==> src/mbwlh_pkg.sv <==
package mbwlh_pkg;

  // ---------------------------------------------------------------
  // Frame sizing and field values
  // ---------------------------------------------------------------
  localparam int FRAME_MAX = 80;
  localparam int HOLD_WORDS_DEF = 1024;
  localparam logic [15:0] MAX_WORDS = 16'h0020;
  localparam logic [7:0] ADDR_BCAST = 8'h00;
  localparam logic [7:0] FC_WR_ONE = 8'h06;
  localparam logic [7:0] FC_LOOP = 8'h08;
  localparam logic [7:0] FC_WR_MULTI = 8'h10;
  localparam logic [7:0] FC_EXC_FLAG = 8'h80;
  localparam logic [7:0] ERR_FUNC = 8'h01;
  localparam logic [7:0] ERR_ADDR = 8'h02;
  localparam logic [7:0] ERR_COUNT = 8'h03;
  localparam logic [7:0] FIXED_BODY = 8'h06;
  localparam logic [8:0] MULTI_HDR = 9'h007;
  localparam logic [2:0] RESP_LEN_OK = 3'h6;
  localparam logic [2:0] RESP_LEN_ERR = 3'h3;

  // ---------------------------------------------------------------
  // Check codes and ASCII framing characters
  // ---------------------------------------------------------------
  localparam logic [15:0] CRC_INIT = 16'hffff;
  localparam logic [15:0] CRC_POLY = 16'ha001;
  localparam logic [7:0] CHR_START = 8'h3a;
  localparam logic [7:0] CHR_CR = 8'h0d;
  localparam logic [7:0] CHR_LF = 8'h0a;

  typedef enum logic [2:0] {S_RX, S_EVAL, S_WRITE, S_SUM, S_TX} mbwlh_state_e;

  function automatic logic [15:0] crc_step(logic [15:0] c, logic [7:0] b);
    logic [15:0] r;
    r = c ^ {8'h00, b};
    for (int i = 0; i < 8; i++)
    begin
      r = r[0] ? ((r >> 1) ^ CRC_POLY) : (r >> 1);
    end
    return r;
  endfunction

  function automatic logic [7:0] hex_char(logic [3:0] v);
    return (v < 4'ha) ? (8'h30 + {4'h0, v}) : (8'h37 + {4'h0, v});
  endfunction

  // Bit 4 flags a legal hex digit
  function automatic logic [4:0] hex_val(logic [7:0] c);
    logic [4:0] r;
    r = 5'h00;
    if (c >= 8'h30 && c <= 8'h39)
    begin
      r = {1'b1, c[3:0]};
    end
    else if ((c >= 8'h41 && c <= 8'h46) || (c >= 8'h61 && c <= 8'h66))
    begin
      r = {1'b1, c[3:0] + 4'h9};
    end
    return r;
  endfunction

endpackage

==> src/mbwlh_handler.sv <==
`timescale 1ns/1ns
// How it works
// - Code 06 stores value at word number
// - Single write carries one number, one word
// - Address 00 executes 06 and 10 writes
// - Single write reply echoes address, code, word
// - ASCII bytes as two hex characters
// - Loop-back carries zero sub-function, test word
// - Any loop-back test word accepted
// - Loop-back reply identical to request
// - Multi write fills consecutive words from start
// - Multi write limited to 32 words
// - Multi write function code is 10 hex
// - Start, count, byte count, then data
// - Data words applied in received order
// - Multi reply gives start and count only
// - RTU check is CRC-16
// - ASCII check is LRC byte
// - Invalid unicast request: no action, exception reply
// - Broadcast requests never get a reply
module mbwlh_handler #(
  parameter int HOLD_WORDS = mbwlh_pkg::HOLD_WORDS_DEF
) (
  input wire logic core_clk, // System clock
  input wire logic reset, // Synchronous reset
  input wire logic ascii_mode, // High for ASCII framing
  input wire logic [7:0] station_addr, // Own station address
  input wire logic rx_valid, // Received byte/char valid
  input wire logic [7:0] rx_data, // Received byte/char
  input wire logic rx_eof, // RTU frame end pulse
  output logic rx_ready, // Ready for received data
  output logic tx_valid, // Reply byte/char valid
  output logic [7:0] tx_data, // Reply byte/char
  input wire logic tx_ready, // Reply sink ready
  output logic word_wr_valid, // Holding word write strobe
  output logic [15:0] word_wr_addr, // Holding word number
  output logic [15:0] word_wr_data // Holding word value
);

  typedef struct packed {
    mbwlh_pkg::mbwlh_state_e st;
    logic [mbwlh_pkg::FRAME_MAX-1:0][7:0] fb;
    logic [6:0] cnt;
    logic [15:0] crc;
    logic [7:0] lrc;
    logic [3:0] nib;
    logic phase;
    logic started;
    logic bad;
    logic ovf;
    logic [7:0] err;
    logic [2:0] rlen;
    logic [2:0] sidx;
    logic [5:0] widx;
    logic [4:0] tpos;
    logic tx_valid;
    logic [7:0] tx_data;
    logic wr_valid;
    logic [15:0] wr_addr;
    logic [15:0] wr_data;
  } mbwlh_reg_s;

  mbwlh_reg_s q;
  mbwlh_reg_s n;

  // ---------------------------------------------------------------
  // Frame field views
  // ---------------------------------------------------------------
  logic [7:0] f_fc;
  logic [15:0] f_w1;
  logic [15:0] f_w2;
  logic [7:0] f_bc;
  logic f_bcast;
  logic f_write;

  assign f_fc = q.fb[1];
  assign f_w1 = {q.fb[2], q.fb[3]};
  assign f_w2 = {q.fb[4], q.fb[5]};
  assign f_bc = q.fb[6];
  assign f_bcast = (q.fb[0] == mbwlh_pkg::ADDR_BCAST);
  assign f_write = (f_fc == mbwlh_pkg::FC_WR_ONE) ||
                   (f_fc == mbwlh_pkg::FC_WR_MULTI);

  // Reply body: echo of the header or exception triple
  function automatic logic [7:0] resp_byte(logic [2:0] k);
    logic [7:0] r;
    r = q.fb[k];
    if (q.err != 8'h00)
    begin
      if (k == 3'h1)
      begin
        r = q.fb[1] | mbwlh_pkg::FC_EXC_FLAG;
      end
      else if (k == 3'h2)
      begin
        r = q.err;
      end
    end
    return r;
  endfunction

  // Character at reply position p, check bytes appended
  function automatic logic [7:0] tx_char(logic [4:0] p, logic [4:0] tot);
    logic [4:0] o;
    logic [7:0] b;
    logic [7:0] r;
    o = p - 5'h01;
    b = (o[4:1] < {1'b0, q.rlen}) ? resp_byte(o[3:1]) : q.lrc;
    if (ascii_mode)
    begin
      if (p == 5'h00)
      begin
        r = mbwlh_pkg::CHR_START;
      end
      else if (p == tot - 5'h02)
      begin
        r = mbwlh_pkg::CHR_CR;
      end
      else if (p == tot - 5'h01)
      begin
        r = mbwlh_pkg::CHR_LF;
      end
      else
      begin
        r = mbwlh_pkg::hex_char(o[0] ? b[3:0] : b[7:4]);
      end
    end
    else if (p < {2'b00, q.rlen})
    begin
      r = resp_byte(p[2:0]);
    end
    else
    begin
      r = (p == {2'b00, q.rlen}) ? q.crc[7:0] : q.crc[15:8];
    end
    return r;
  endfunction

  // ---------------------------------------------------------------
  // Next-state logic
  // ---------------------------------------------------------------
  always_comb
  begin
    logic rs;
    logic [7:0] rb;
    logic [4:0] hv;
    logic [7:0] ck;
    logic [7:0] nb;
    logic [7:0] e;
    logic wf;
    logic drop;
    logic chk_ok;
    logic [5:0] nw;
    logic [4:0] tot;
    int di;
    rs = 1'b0;
    rb = rx_data;
    hv = mbwlh_pkg::hex_val(rx_data);
    ck = ascii_mode ? 8'h01 : 8'h02;
    nb = {1'b0, q.cnt} - ck;
    e = 8'h00;
    wf = 1'b0;
    drop = 1'b0;
    chk_ok = ascii_mode ? (q.lrc == 8'h00) : (q.crc == 16'h0000);
    nw = (f_fc == mbwlh_pkg::FC_WR_ONE) ? 6'h01 : f_w2[5:0];
    tot = ascii_mode ? ({1'b0, q.rlen, 1'b0} + 5'h05)
                     : ({2'b00, q.rlen} + 5'h02);
    di = 7 + 2 * int'(q.widx);
    n = q;
    n.wr_valid = 1'b0;
    unique case (q.st)
      mbwlh_pkg::S_RX:
      begin
        if (!ascii_mode)
        begin
          rs = rx_valid;
          if (rx_eof && (q.cnt != 7'h00 || rx_valid))
          begin
            n.st = mbwlh_pkg::S_EVAL;
          end
        end
        else if (rx_valid && rx_data == mbwlh_pkg::CHR_START)
        begin
          n.started = 1'b1;
          n.cnt = 7'h00;
          n.ovf = 1'b0;
          n.bad = 1'b0;
          n.phase = 1'b0;
        end
        else if (rx_valid && q.started)
        begin
          if (rx_data == mbwlh_pkg::CHR_LF)
          begin
            n.st = mbwlh_pkg::S_EVAL;
          end
          else if (rx_data != mbwlh_pkg::CHR_CR)
          begin
            if (!hv[4])
            begin
              n.bad = 1'b1;
            end
            else if (!q.phase)
            begin
              n.nib = hv[3:0];
              n.phase = 1'b1;
            end
            else
            begin
              n.phase = 1'b0;
              rb = {q.nib, hv[3:0]};
              rs = 1'b1;
            end
          end
        end
        if (rs)
        begin
          if (q.cnt < 7'(mbwlh_pkg::FRAME_MAX))
          begin
            n.fb[q.cnt] = rb;
            n.cnt = q.cnt + 7'h01;
            n.crc = mbwlh_pkg::crc_step((q.cnt == 7'h00) ?
              mbwlh_pkg::CRC_INIT : q.crc, rb);
            n.lrc = ((q.cnt == 7'h00) ? 8'h00 : q.lrc) + rb;
          end
          else
          begin
            n.ovf = 1'b1;
          end
        end
      end
      mbwlh_pkg::S_EVAL:
      begin
        unique case (f_fc)
          mbwlh_pkg::FC_WR_ONE:
          begin
            wf = (nb == mbwlh_pkg::FIXED_BODY);
            if (f_w1 >= 16'(HOLD_WORDS))
            begin
              e = mbwlh_pkg::ERR_ADDR;
            end
          end
          mbwlh_pkg::FC_LOOP:
          begin
            wf = (nb == mbwlh_pkg::FIXED_BODY);
            if (f_w1 != 16'h0000)
            begin
              e = mbwlh_pkg::ERR_FUNC;
            end
          end
          mbwlh_pkg::FC_WR_MULTI:
          begin
            wf = ({1'b0, nb} >= mbwlh_pkg::MULTI_HDR);
            if (f_w2 == 16'h0000 || f_w2 > mbwlh_pkg::MAX_WORDS)
            begin
              e = mbwlh_pkg::ERR_COUNT;
            end
            else if ({8'h00, f_bc} != {f_w2[14:0], 1'b0} ||
                     {1'b0, nb} != mbwlh_pkg::MULTI_HDR + {1'b0, f_bc})
            begin
              e = mbwlh_pkg::ERR_COUNT;
            end
            else if ({1'b0, f_w1} + {1'b0, f_w2} > 17'(HOLD_WORDS))
            begin
              e = mbwlh_pkg::ERR_ADDR;
            end
          end
          default:
          begin
            wf = 1'b1;
            e = mbwlh_pkg::ERR_FUNC;
          end
        endcase
        drop = !chk_ok || q.ovf || q.bad || ({1'b0, q.cnt} < ck + 8'h02) ||
               !wf || (!f_bcast && q.fb[0] != station_addr) ||
               (f_bcast && (!f_write || e != 8'h00));
        n.err = e;
        n.rlen = (e != 8'h00) ? mbwlh_pkg::RESP_LEN_ERR
                              : mbwlh_pkg::RESP_LEN_OK;
        n.widx = 6'h00;
        n.sidx = 3'h0;
        n.tpos = 5'h00;
        n.cnt = 7'h00;
        n.started = 1'b0;
        n.bad = 1'b0;
        n.ovf = 1'b0;
        n.phase = 1'b0;
        n.crc = mbwlh_pkg::CRC_INIT;
        n.lrc = 8'h00;
        if (drop)
        begin
          n.st = mbwlh_pkg::S_RX;
        end
        else if (e == 8'h00 && f_write)
        begin
          n.st = mbwlh_pkg::S_WRITE;
        end
        else
        begin
          n.st = mbwlh_pkg::S_SUM;
        end
      end
      mbwlh_pkg::S_WRITE:
      begin
        n.wr_valid = 1'b1;
        n.wr_addr = f_w1 + {10'h000, q.widx};
        if (f_fc == mbwlh_pkg::FC_WR_ONE)
        begin
          n.wr_data = f_w2;
        end
        else
        begin
          n.wr_data = {q.fb[di], q.fb[di + 1]};
        end
        n.widx = q.widx + 6'h01;
        if (q.widx + 6'h01 == nw)
        begin
          n.st = f_bcast ? mbwlh_pkg::S_RX : mbwlh_pkg::S_SUM;
        end
      end
      mbwlh_pkg::S_SUM:
      begin
        rb = resp_byte(q.sidx);
        n.crc = mbwlh_pkg::crc_step(q.crc, rb);
        n.lrc = q.lrc + rb;
        n.sidx = q.sidx + 3'h1;
        if (q.sidx + 3'h1 == q.rlen)
        begin
          n.lrc = 8'h00 - (q.lrc + rb);
          n.st = mbwlh_pkg::S_TX;
        end
      end
      mbwlh_pkg::S_TX:
      begin
        if (!q.tx_valid || tx_ready)
        begin
          if (q.tpos == tot)
          begin
            n.tx_valid = 1'b0;
            n.st = mbwlh_pkg::S_RX;
          end
          else
          begin
            n.tx_valid = 1'b1;
            n.tx_data = tx_char(q.tpos, tot);
            n.tpos = q.tpos + 5'h01;
          end
        end
      end
    endcase
  end

  // ---------------------------------------------------------------
  // State register
  // ---------------------------------------------------------------
  always_ff @(posedge core_clk)
  begin
    if (reset)
    begin
      q <= '0;
    end
    else
    begin
      q <= n;
    end
  end

  assign rx_ready = (q.st == mbwlh_pkg::S_RX);
  assign tx_valid = q.tx_valid;
  assign tx_data = q.tx_data;
  assign word_wr_valid = q.wr_valid;
  assign word_wr_addr = q.wr_addr;
  assign word_wr_data = q.wr_data;

endmodule

==> config.mk <==
export PLATFORM = sky130hd
export DESIGN_NAME = mbwlh_handler
export DESIGN_NICKNAME = d
export VERILOG_FILES = /design/src/mbwlh_pkg.sv /design/src/mbwlh_handler.sv
export SDC_FILE = /design/constraint.sdc
export NUM_CORES = 2
export LEC_CHECK = 0
export ABC_AREA = 0
export BUFFER_PORTS_ARGS = -buffer_cell sky130_fd_sc_hd__clkbuf_2
export CAP_MARGIN = 20
export CORE_MARGIN = 2
export CORE_UTILIZATION = 35
export DETAILED_ROUTE_END_ITERATION = 12
export MAX_ROUTING_LAYER = met4
export PLACE_DENSITY = 0.56
export SYNTH_ARGS = -nofsm -noshare
export SYNTH_HDL_FRONTEND = slang
export SYNTH_SLANG_ARGS = --single-unit
==> constraint.sdc <==
create_clock -name core_clk -period 5.5 [get_ports core_clk]
set_input_delay 1.1 -clock core_clk [delete_from_list [all_inputs] [get_ports core_clk]]
set_output_delay 1.1 -clock core_clk [all_outputs]
set_load 0.02 [all_outputs]
==> flow_summary.toml <==
[critical_path]
required_ps = 6020
path_max_fanout = 14
path_class = "input pin to flop"
cp-end-kind = "flop"
start_kind = "input pin"
cp.arrival_ps = 4940

[yosys]
ys_seq_elements = 743
synth_edf_count = 0
synth_ff_type = "dfxtp_1"
synth_compound_area_share_pct = 17.7
postSynthCellCount = 4258
muxShareOfSynthArea_pct = 16.8
synthAdderAreaFrac_pct = 2.49
synth_simple_gate_area_share_pct = 15.0
syn-num-nets = 4354
ys_types = 85
synth_xor_area_share_pct = 3.86
synth-async-reset-ratio_pct = 0
synth_top_family_by_area = "compound AO/OA/AOI/OAI gates"
avgSynthCellArea_um2 = 9.08
synth_warnings = 0
yosysSeqAreaShare_pct = 38.5
syn_area_um2 = 38700

[layout]
syn_to_final_growth_pct = 11.2
drive_above_1_share_pct = 15.4
nets = 4178
fin_area_um2 = 43000

[sta]
fin_crit_ps = 4420
rsz0062_at_grt = "false"
slew_headroom_pct = 24.5
setup_viol = 0
min_period_over_period_pct = 80.3
skew_ps = 27.7
tightest_slew_ps = 1130
finalMaxSlewViolations = 0
fmax_mhz = 226
hold_violations = 0
final.setup.tns_ps = 0

[pwr]
p_comb_share_pct = 8.7
p_switching_mw = 3.21
p_int_mw = 9.23
sw_frac_of_total_pct = 25.8
ir_worst_vdd_mv = 0.228
clkPwrFrac_pct = 46.9
total_leakage_power_nw = 14.3
power_mw = 12.4
power.density_nw_per_um2 = 289
p_seq_share_pct = 44.4

[clock_network]
clock_latency_ps = 670
holdBufCountCts = 0
cts_buffer_depth = 3
postCtsSetupBuffers = 0
cts_tree = "done"
numCtsBuffers = 86
htree_levels = 3
clk_pin_slew_worst_paths_ps = 60
clock_sinks = 743
cts_resized = 0
cts_root_buffer = "clkbuf_16"

[global_route]
grt_usage_pct = 21.4
grt-ovfl-total = 0
grt_pass1_wl_um = 184000
grt_pass1_vias = 29462
grt_max_degree = 128
antenna_found_initial = 0

[floorplanning]
core_um2 = 109000
rows = 121
dieWidth_um = 336
die-area_um2 = 113000
fp.dieH_um = 336
start_util_pct = 35.4
pin_count = 65

[drt]
num_vias = 31210
ant_nets = 0
wl_per_cell_um = 21.1
wirelength_um = 119000
drtIter0Drc = 2723
drcViolationCount = 0
vias_per_cell = 5.54
dr.pass1.iters = 7

[worst_hold_path]
hold_class = "flop to flop"

[placement]
port_buffers = 64
gp_congestion = 0.921
hpwl_um = 78100
postPlaceCellArea_um2 = 40100

[run_status]
status = "complete, no violations"

[job]
drv_cap = 0
-- registers in the layout, indices dropped and copies added, names as in the netlist --
signal,flops
f_bc,8
word_wr_valid,1
q,653
tx_data,8
f_w1,16
f_w2,16
word_wr_addr,16
f_fc,8
word_wr_data,16
tx_valid,1
-- final cells by class --
class                   instances  area, um^2
inverters                      57         214
repair buffers                196        1460
clock buffers                 124        2480
well taps                    1476        1850
fillers                     10846       66100
clock inverters                34         413
flip-flops and latches        743       14900
diodes                          2        5.00
multi-input cells            2998       21700
-- final timing paths --
path	from	end	slack [ps]	cells after the start
worst max-delay path	ascii_mode	q[56]	1080	13
worst min-delay path	word_wr_data[1]	word_wr_data[1]	450	2
worst max register to register	q[47]	word_wr_data[1]	1140	14
worst min register to register	word_wr_data[1]	word_wr_data[1]	450	2
-- placed cells by master (no fill, tap or decap), types with 16 or more instances in the layout --
cell / n
a211oi_1: 413
a21o_1: 17
a21oi_1: 335
a221oi_1: 25
a31oi_1: 16
and2_1: 20
buf_4: 121
clkbuf_1: 19
clkbuf_16: 86
clkbuf_2: 63
clkbuf_8: 19
clkinv_2: 17
dfxtp_1: 741
ha_1: 68
inv_1: 54
mux2_2: 17
mux2i_1: 81
mux4_2: 232
nand2_1: 262
nand2b_1: 17
nand3_1: 63
nor2_1: 807
nor2_2: 17
nor2b_1: 19
nor3_1: 36
nor4_1: 23
o211ai_1: 20
o21ai_0: 147
or3_1: 17
xnor2_1: 92
xor2_1: 57
-- cell families after synthesis --
| group | Yosys count |
|---|---|
| adder cells (fa/ha/maj) | 74 |
| flip-flops | 743 |
| buffers and inverters | 517 |
| multiplexers | 342 |
| AO/OA/AOI/OAI | 1064 |
| XOR/XNOR | 159 |
| AND/OR/NAND/NOR | 1359 |
-- cell usage after synthesis (all sizes together) (7+ instances only) --
cell type	number	area share, %
dfxtp	743	38
nor2b	19	0.31
mux2	18	0.52
nand2	262	2.5
a221oi	25	0.57
a31oi	16	0.26
buf	137	2.0
a22oi	7	0.14
and3	15	0.24
xor2	58	1.3
mux4	241	14
o21bai	10	0.19
a21boi	7	0.14
ha	69	2.2
clkbuf	323	3.1
o21ai	149	1.9
xnor2	95	2.2
inv	55	0.53
o22ai	13	0.21
and2	20	0.32
or3	17	0.28
nor4	25	0.44
a21o	17	0.33
mux2i	83	2.1
nand4	10	0.16
a211oi	414	8.1
o21a	7	0.14
nand2b	17	0.28
or4	13	0.25
nand3	63	0.82
nor3	38	0.52
or2	8	0.13
a21oi	339	4.4
nor2	824	8.1
nand3b	11	0.21
o211ai	20	0.39
-- critical path: stages --
cell,delay (ps)
clkbuf_2,290
clkinv_1,260
ha_1,370
o21bai_1,370
nor3_1,110
xnor2_1,240
xnor2_1,80
or4_1,460
nor4_1,410
nand4_1,150
o31ai_1,340
a21boi_0,570
a311oi_1,180
-- metal layers --
| metal | wire length (um) | up-vias | global-route usage, % |
|---|---|---|---|
| met5 | 0 | - | - |
| met4 | 3680 | 0 | 6.47 |
| met3 | 7040 | 220 | 2.85 |
| met2 | 54100 | 961 | 33.0 |
| met1 | 53900 | 15077 | 29.2 |
| li1 | - | 14952 | - |
-- metrics by stage --
stage / util (%) / hold slack, ps / setup slack (ps) / cells
floorplan: - / 432 / 861 / 4258
global placement: 36.7 / 439 / 615 / 5470
detailed placement: 36.7 / 446 / 494 / 5470
CTS: 39.4 / 454 / 1160 / 5628
global route: 39.4 / 464 / 822 / 5628
finish: 39.4 / 452 / 1080 / 5630
-- power groups by stage --
stage,registers [mW],clock network [mW],logic [mW]
floorplan,5.58,0,0.813
global placement,5.64,0,1.07
detailed placement,5.64,0,1.07
CTS,5.52,5.97,1.07
global route,5.53,6.17,1.18
finish,5.52,5.84,1.08
Note: power is estimated with default switching activity, not from simulation.
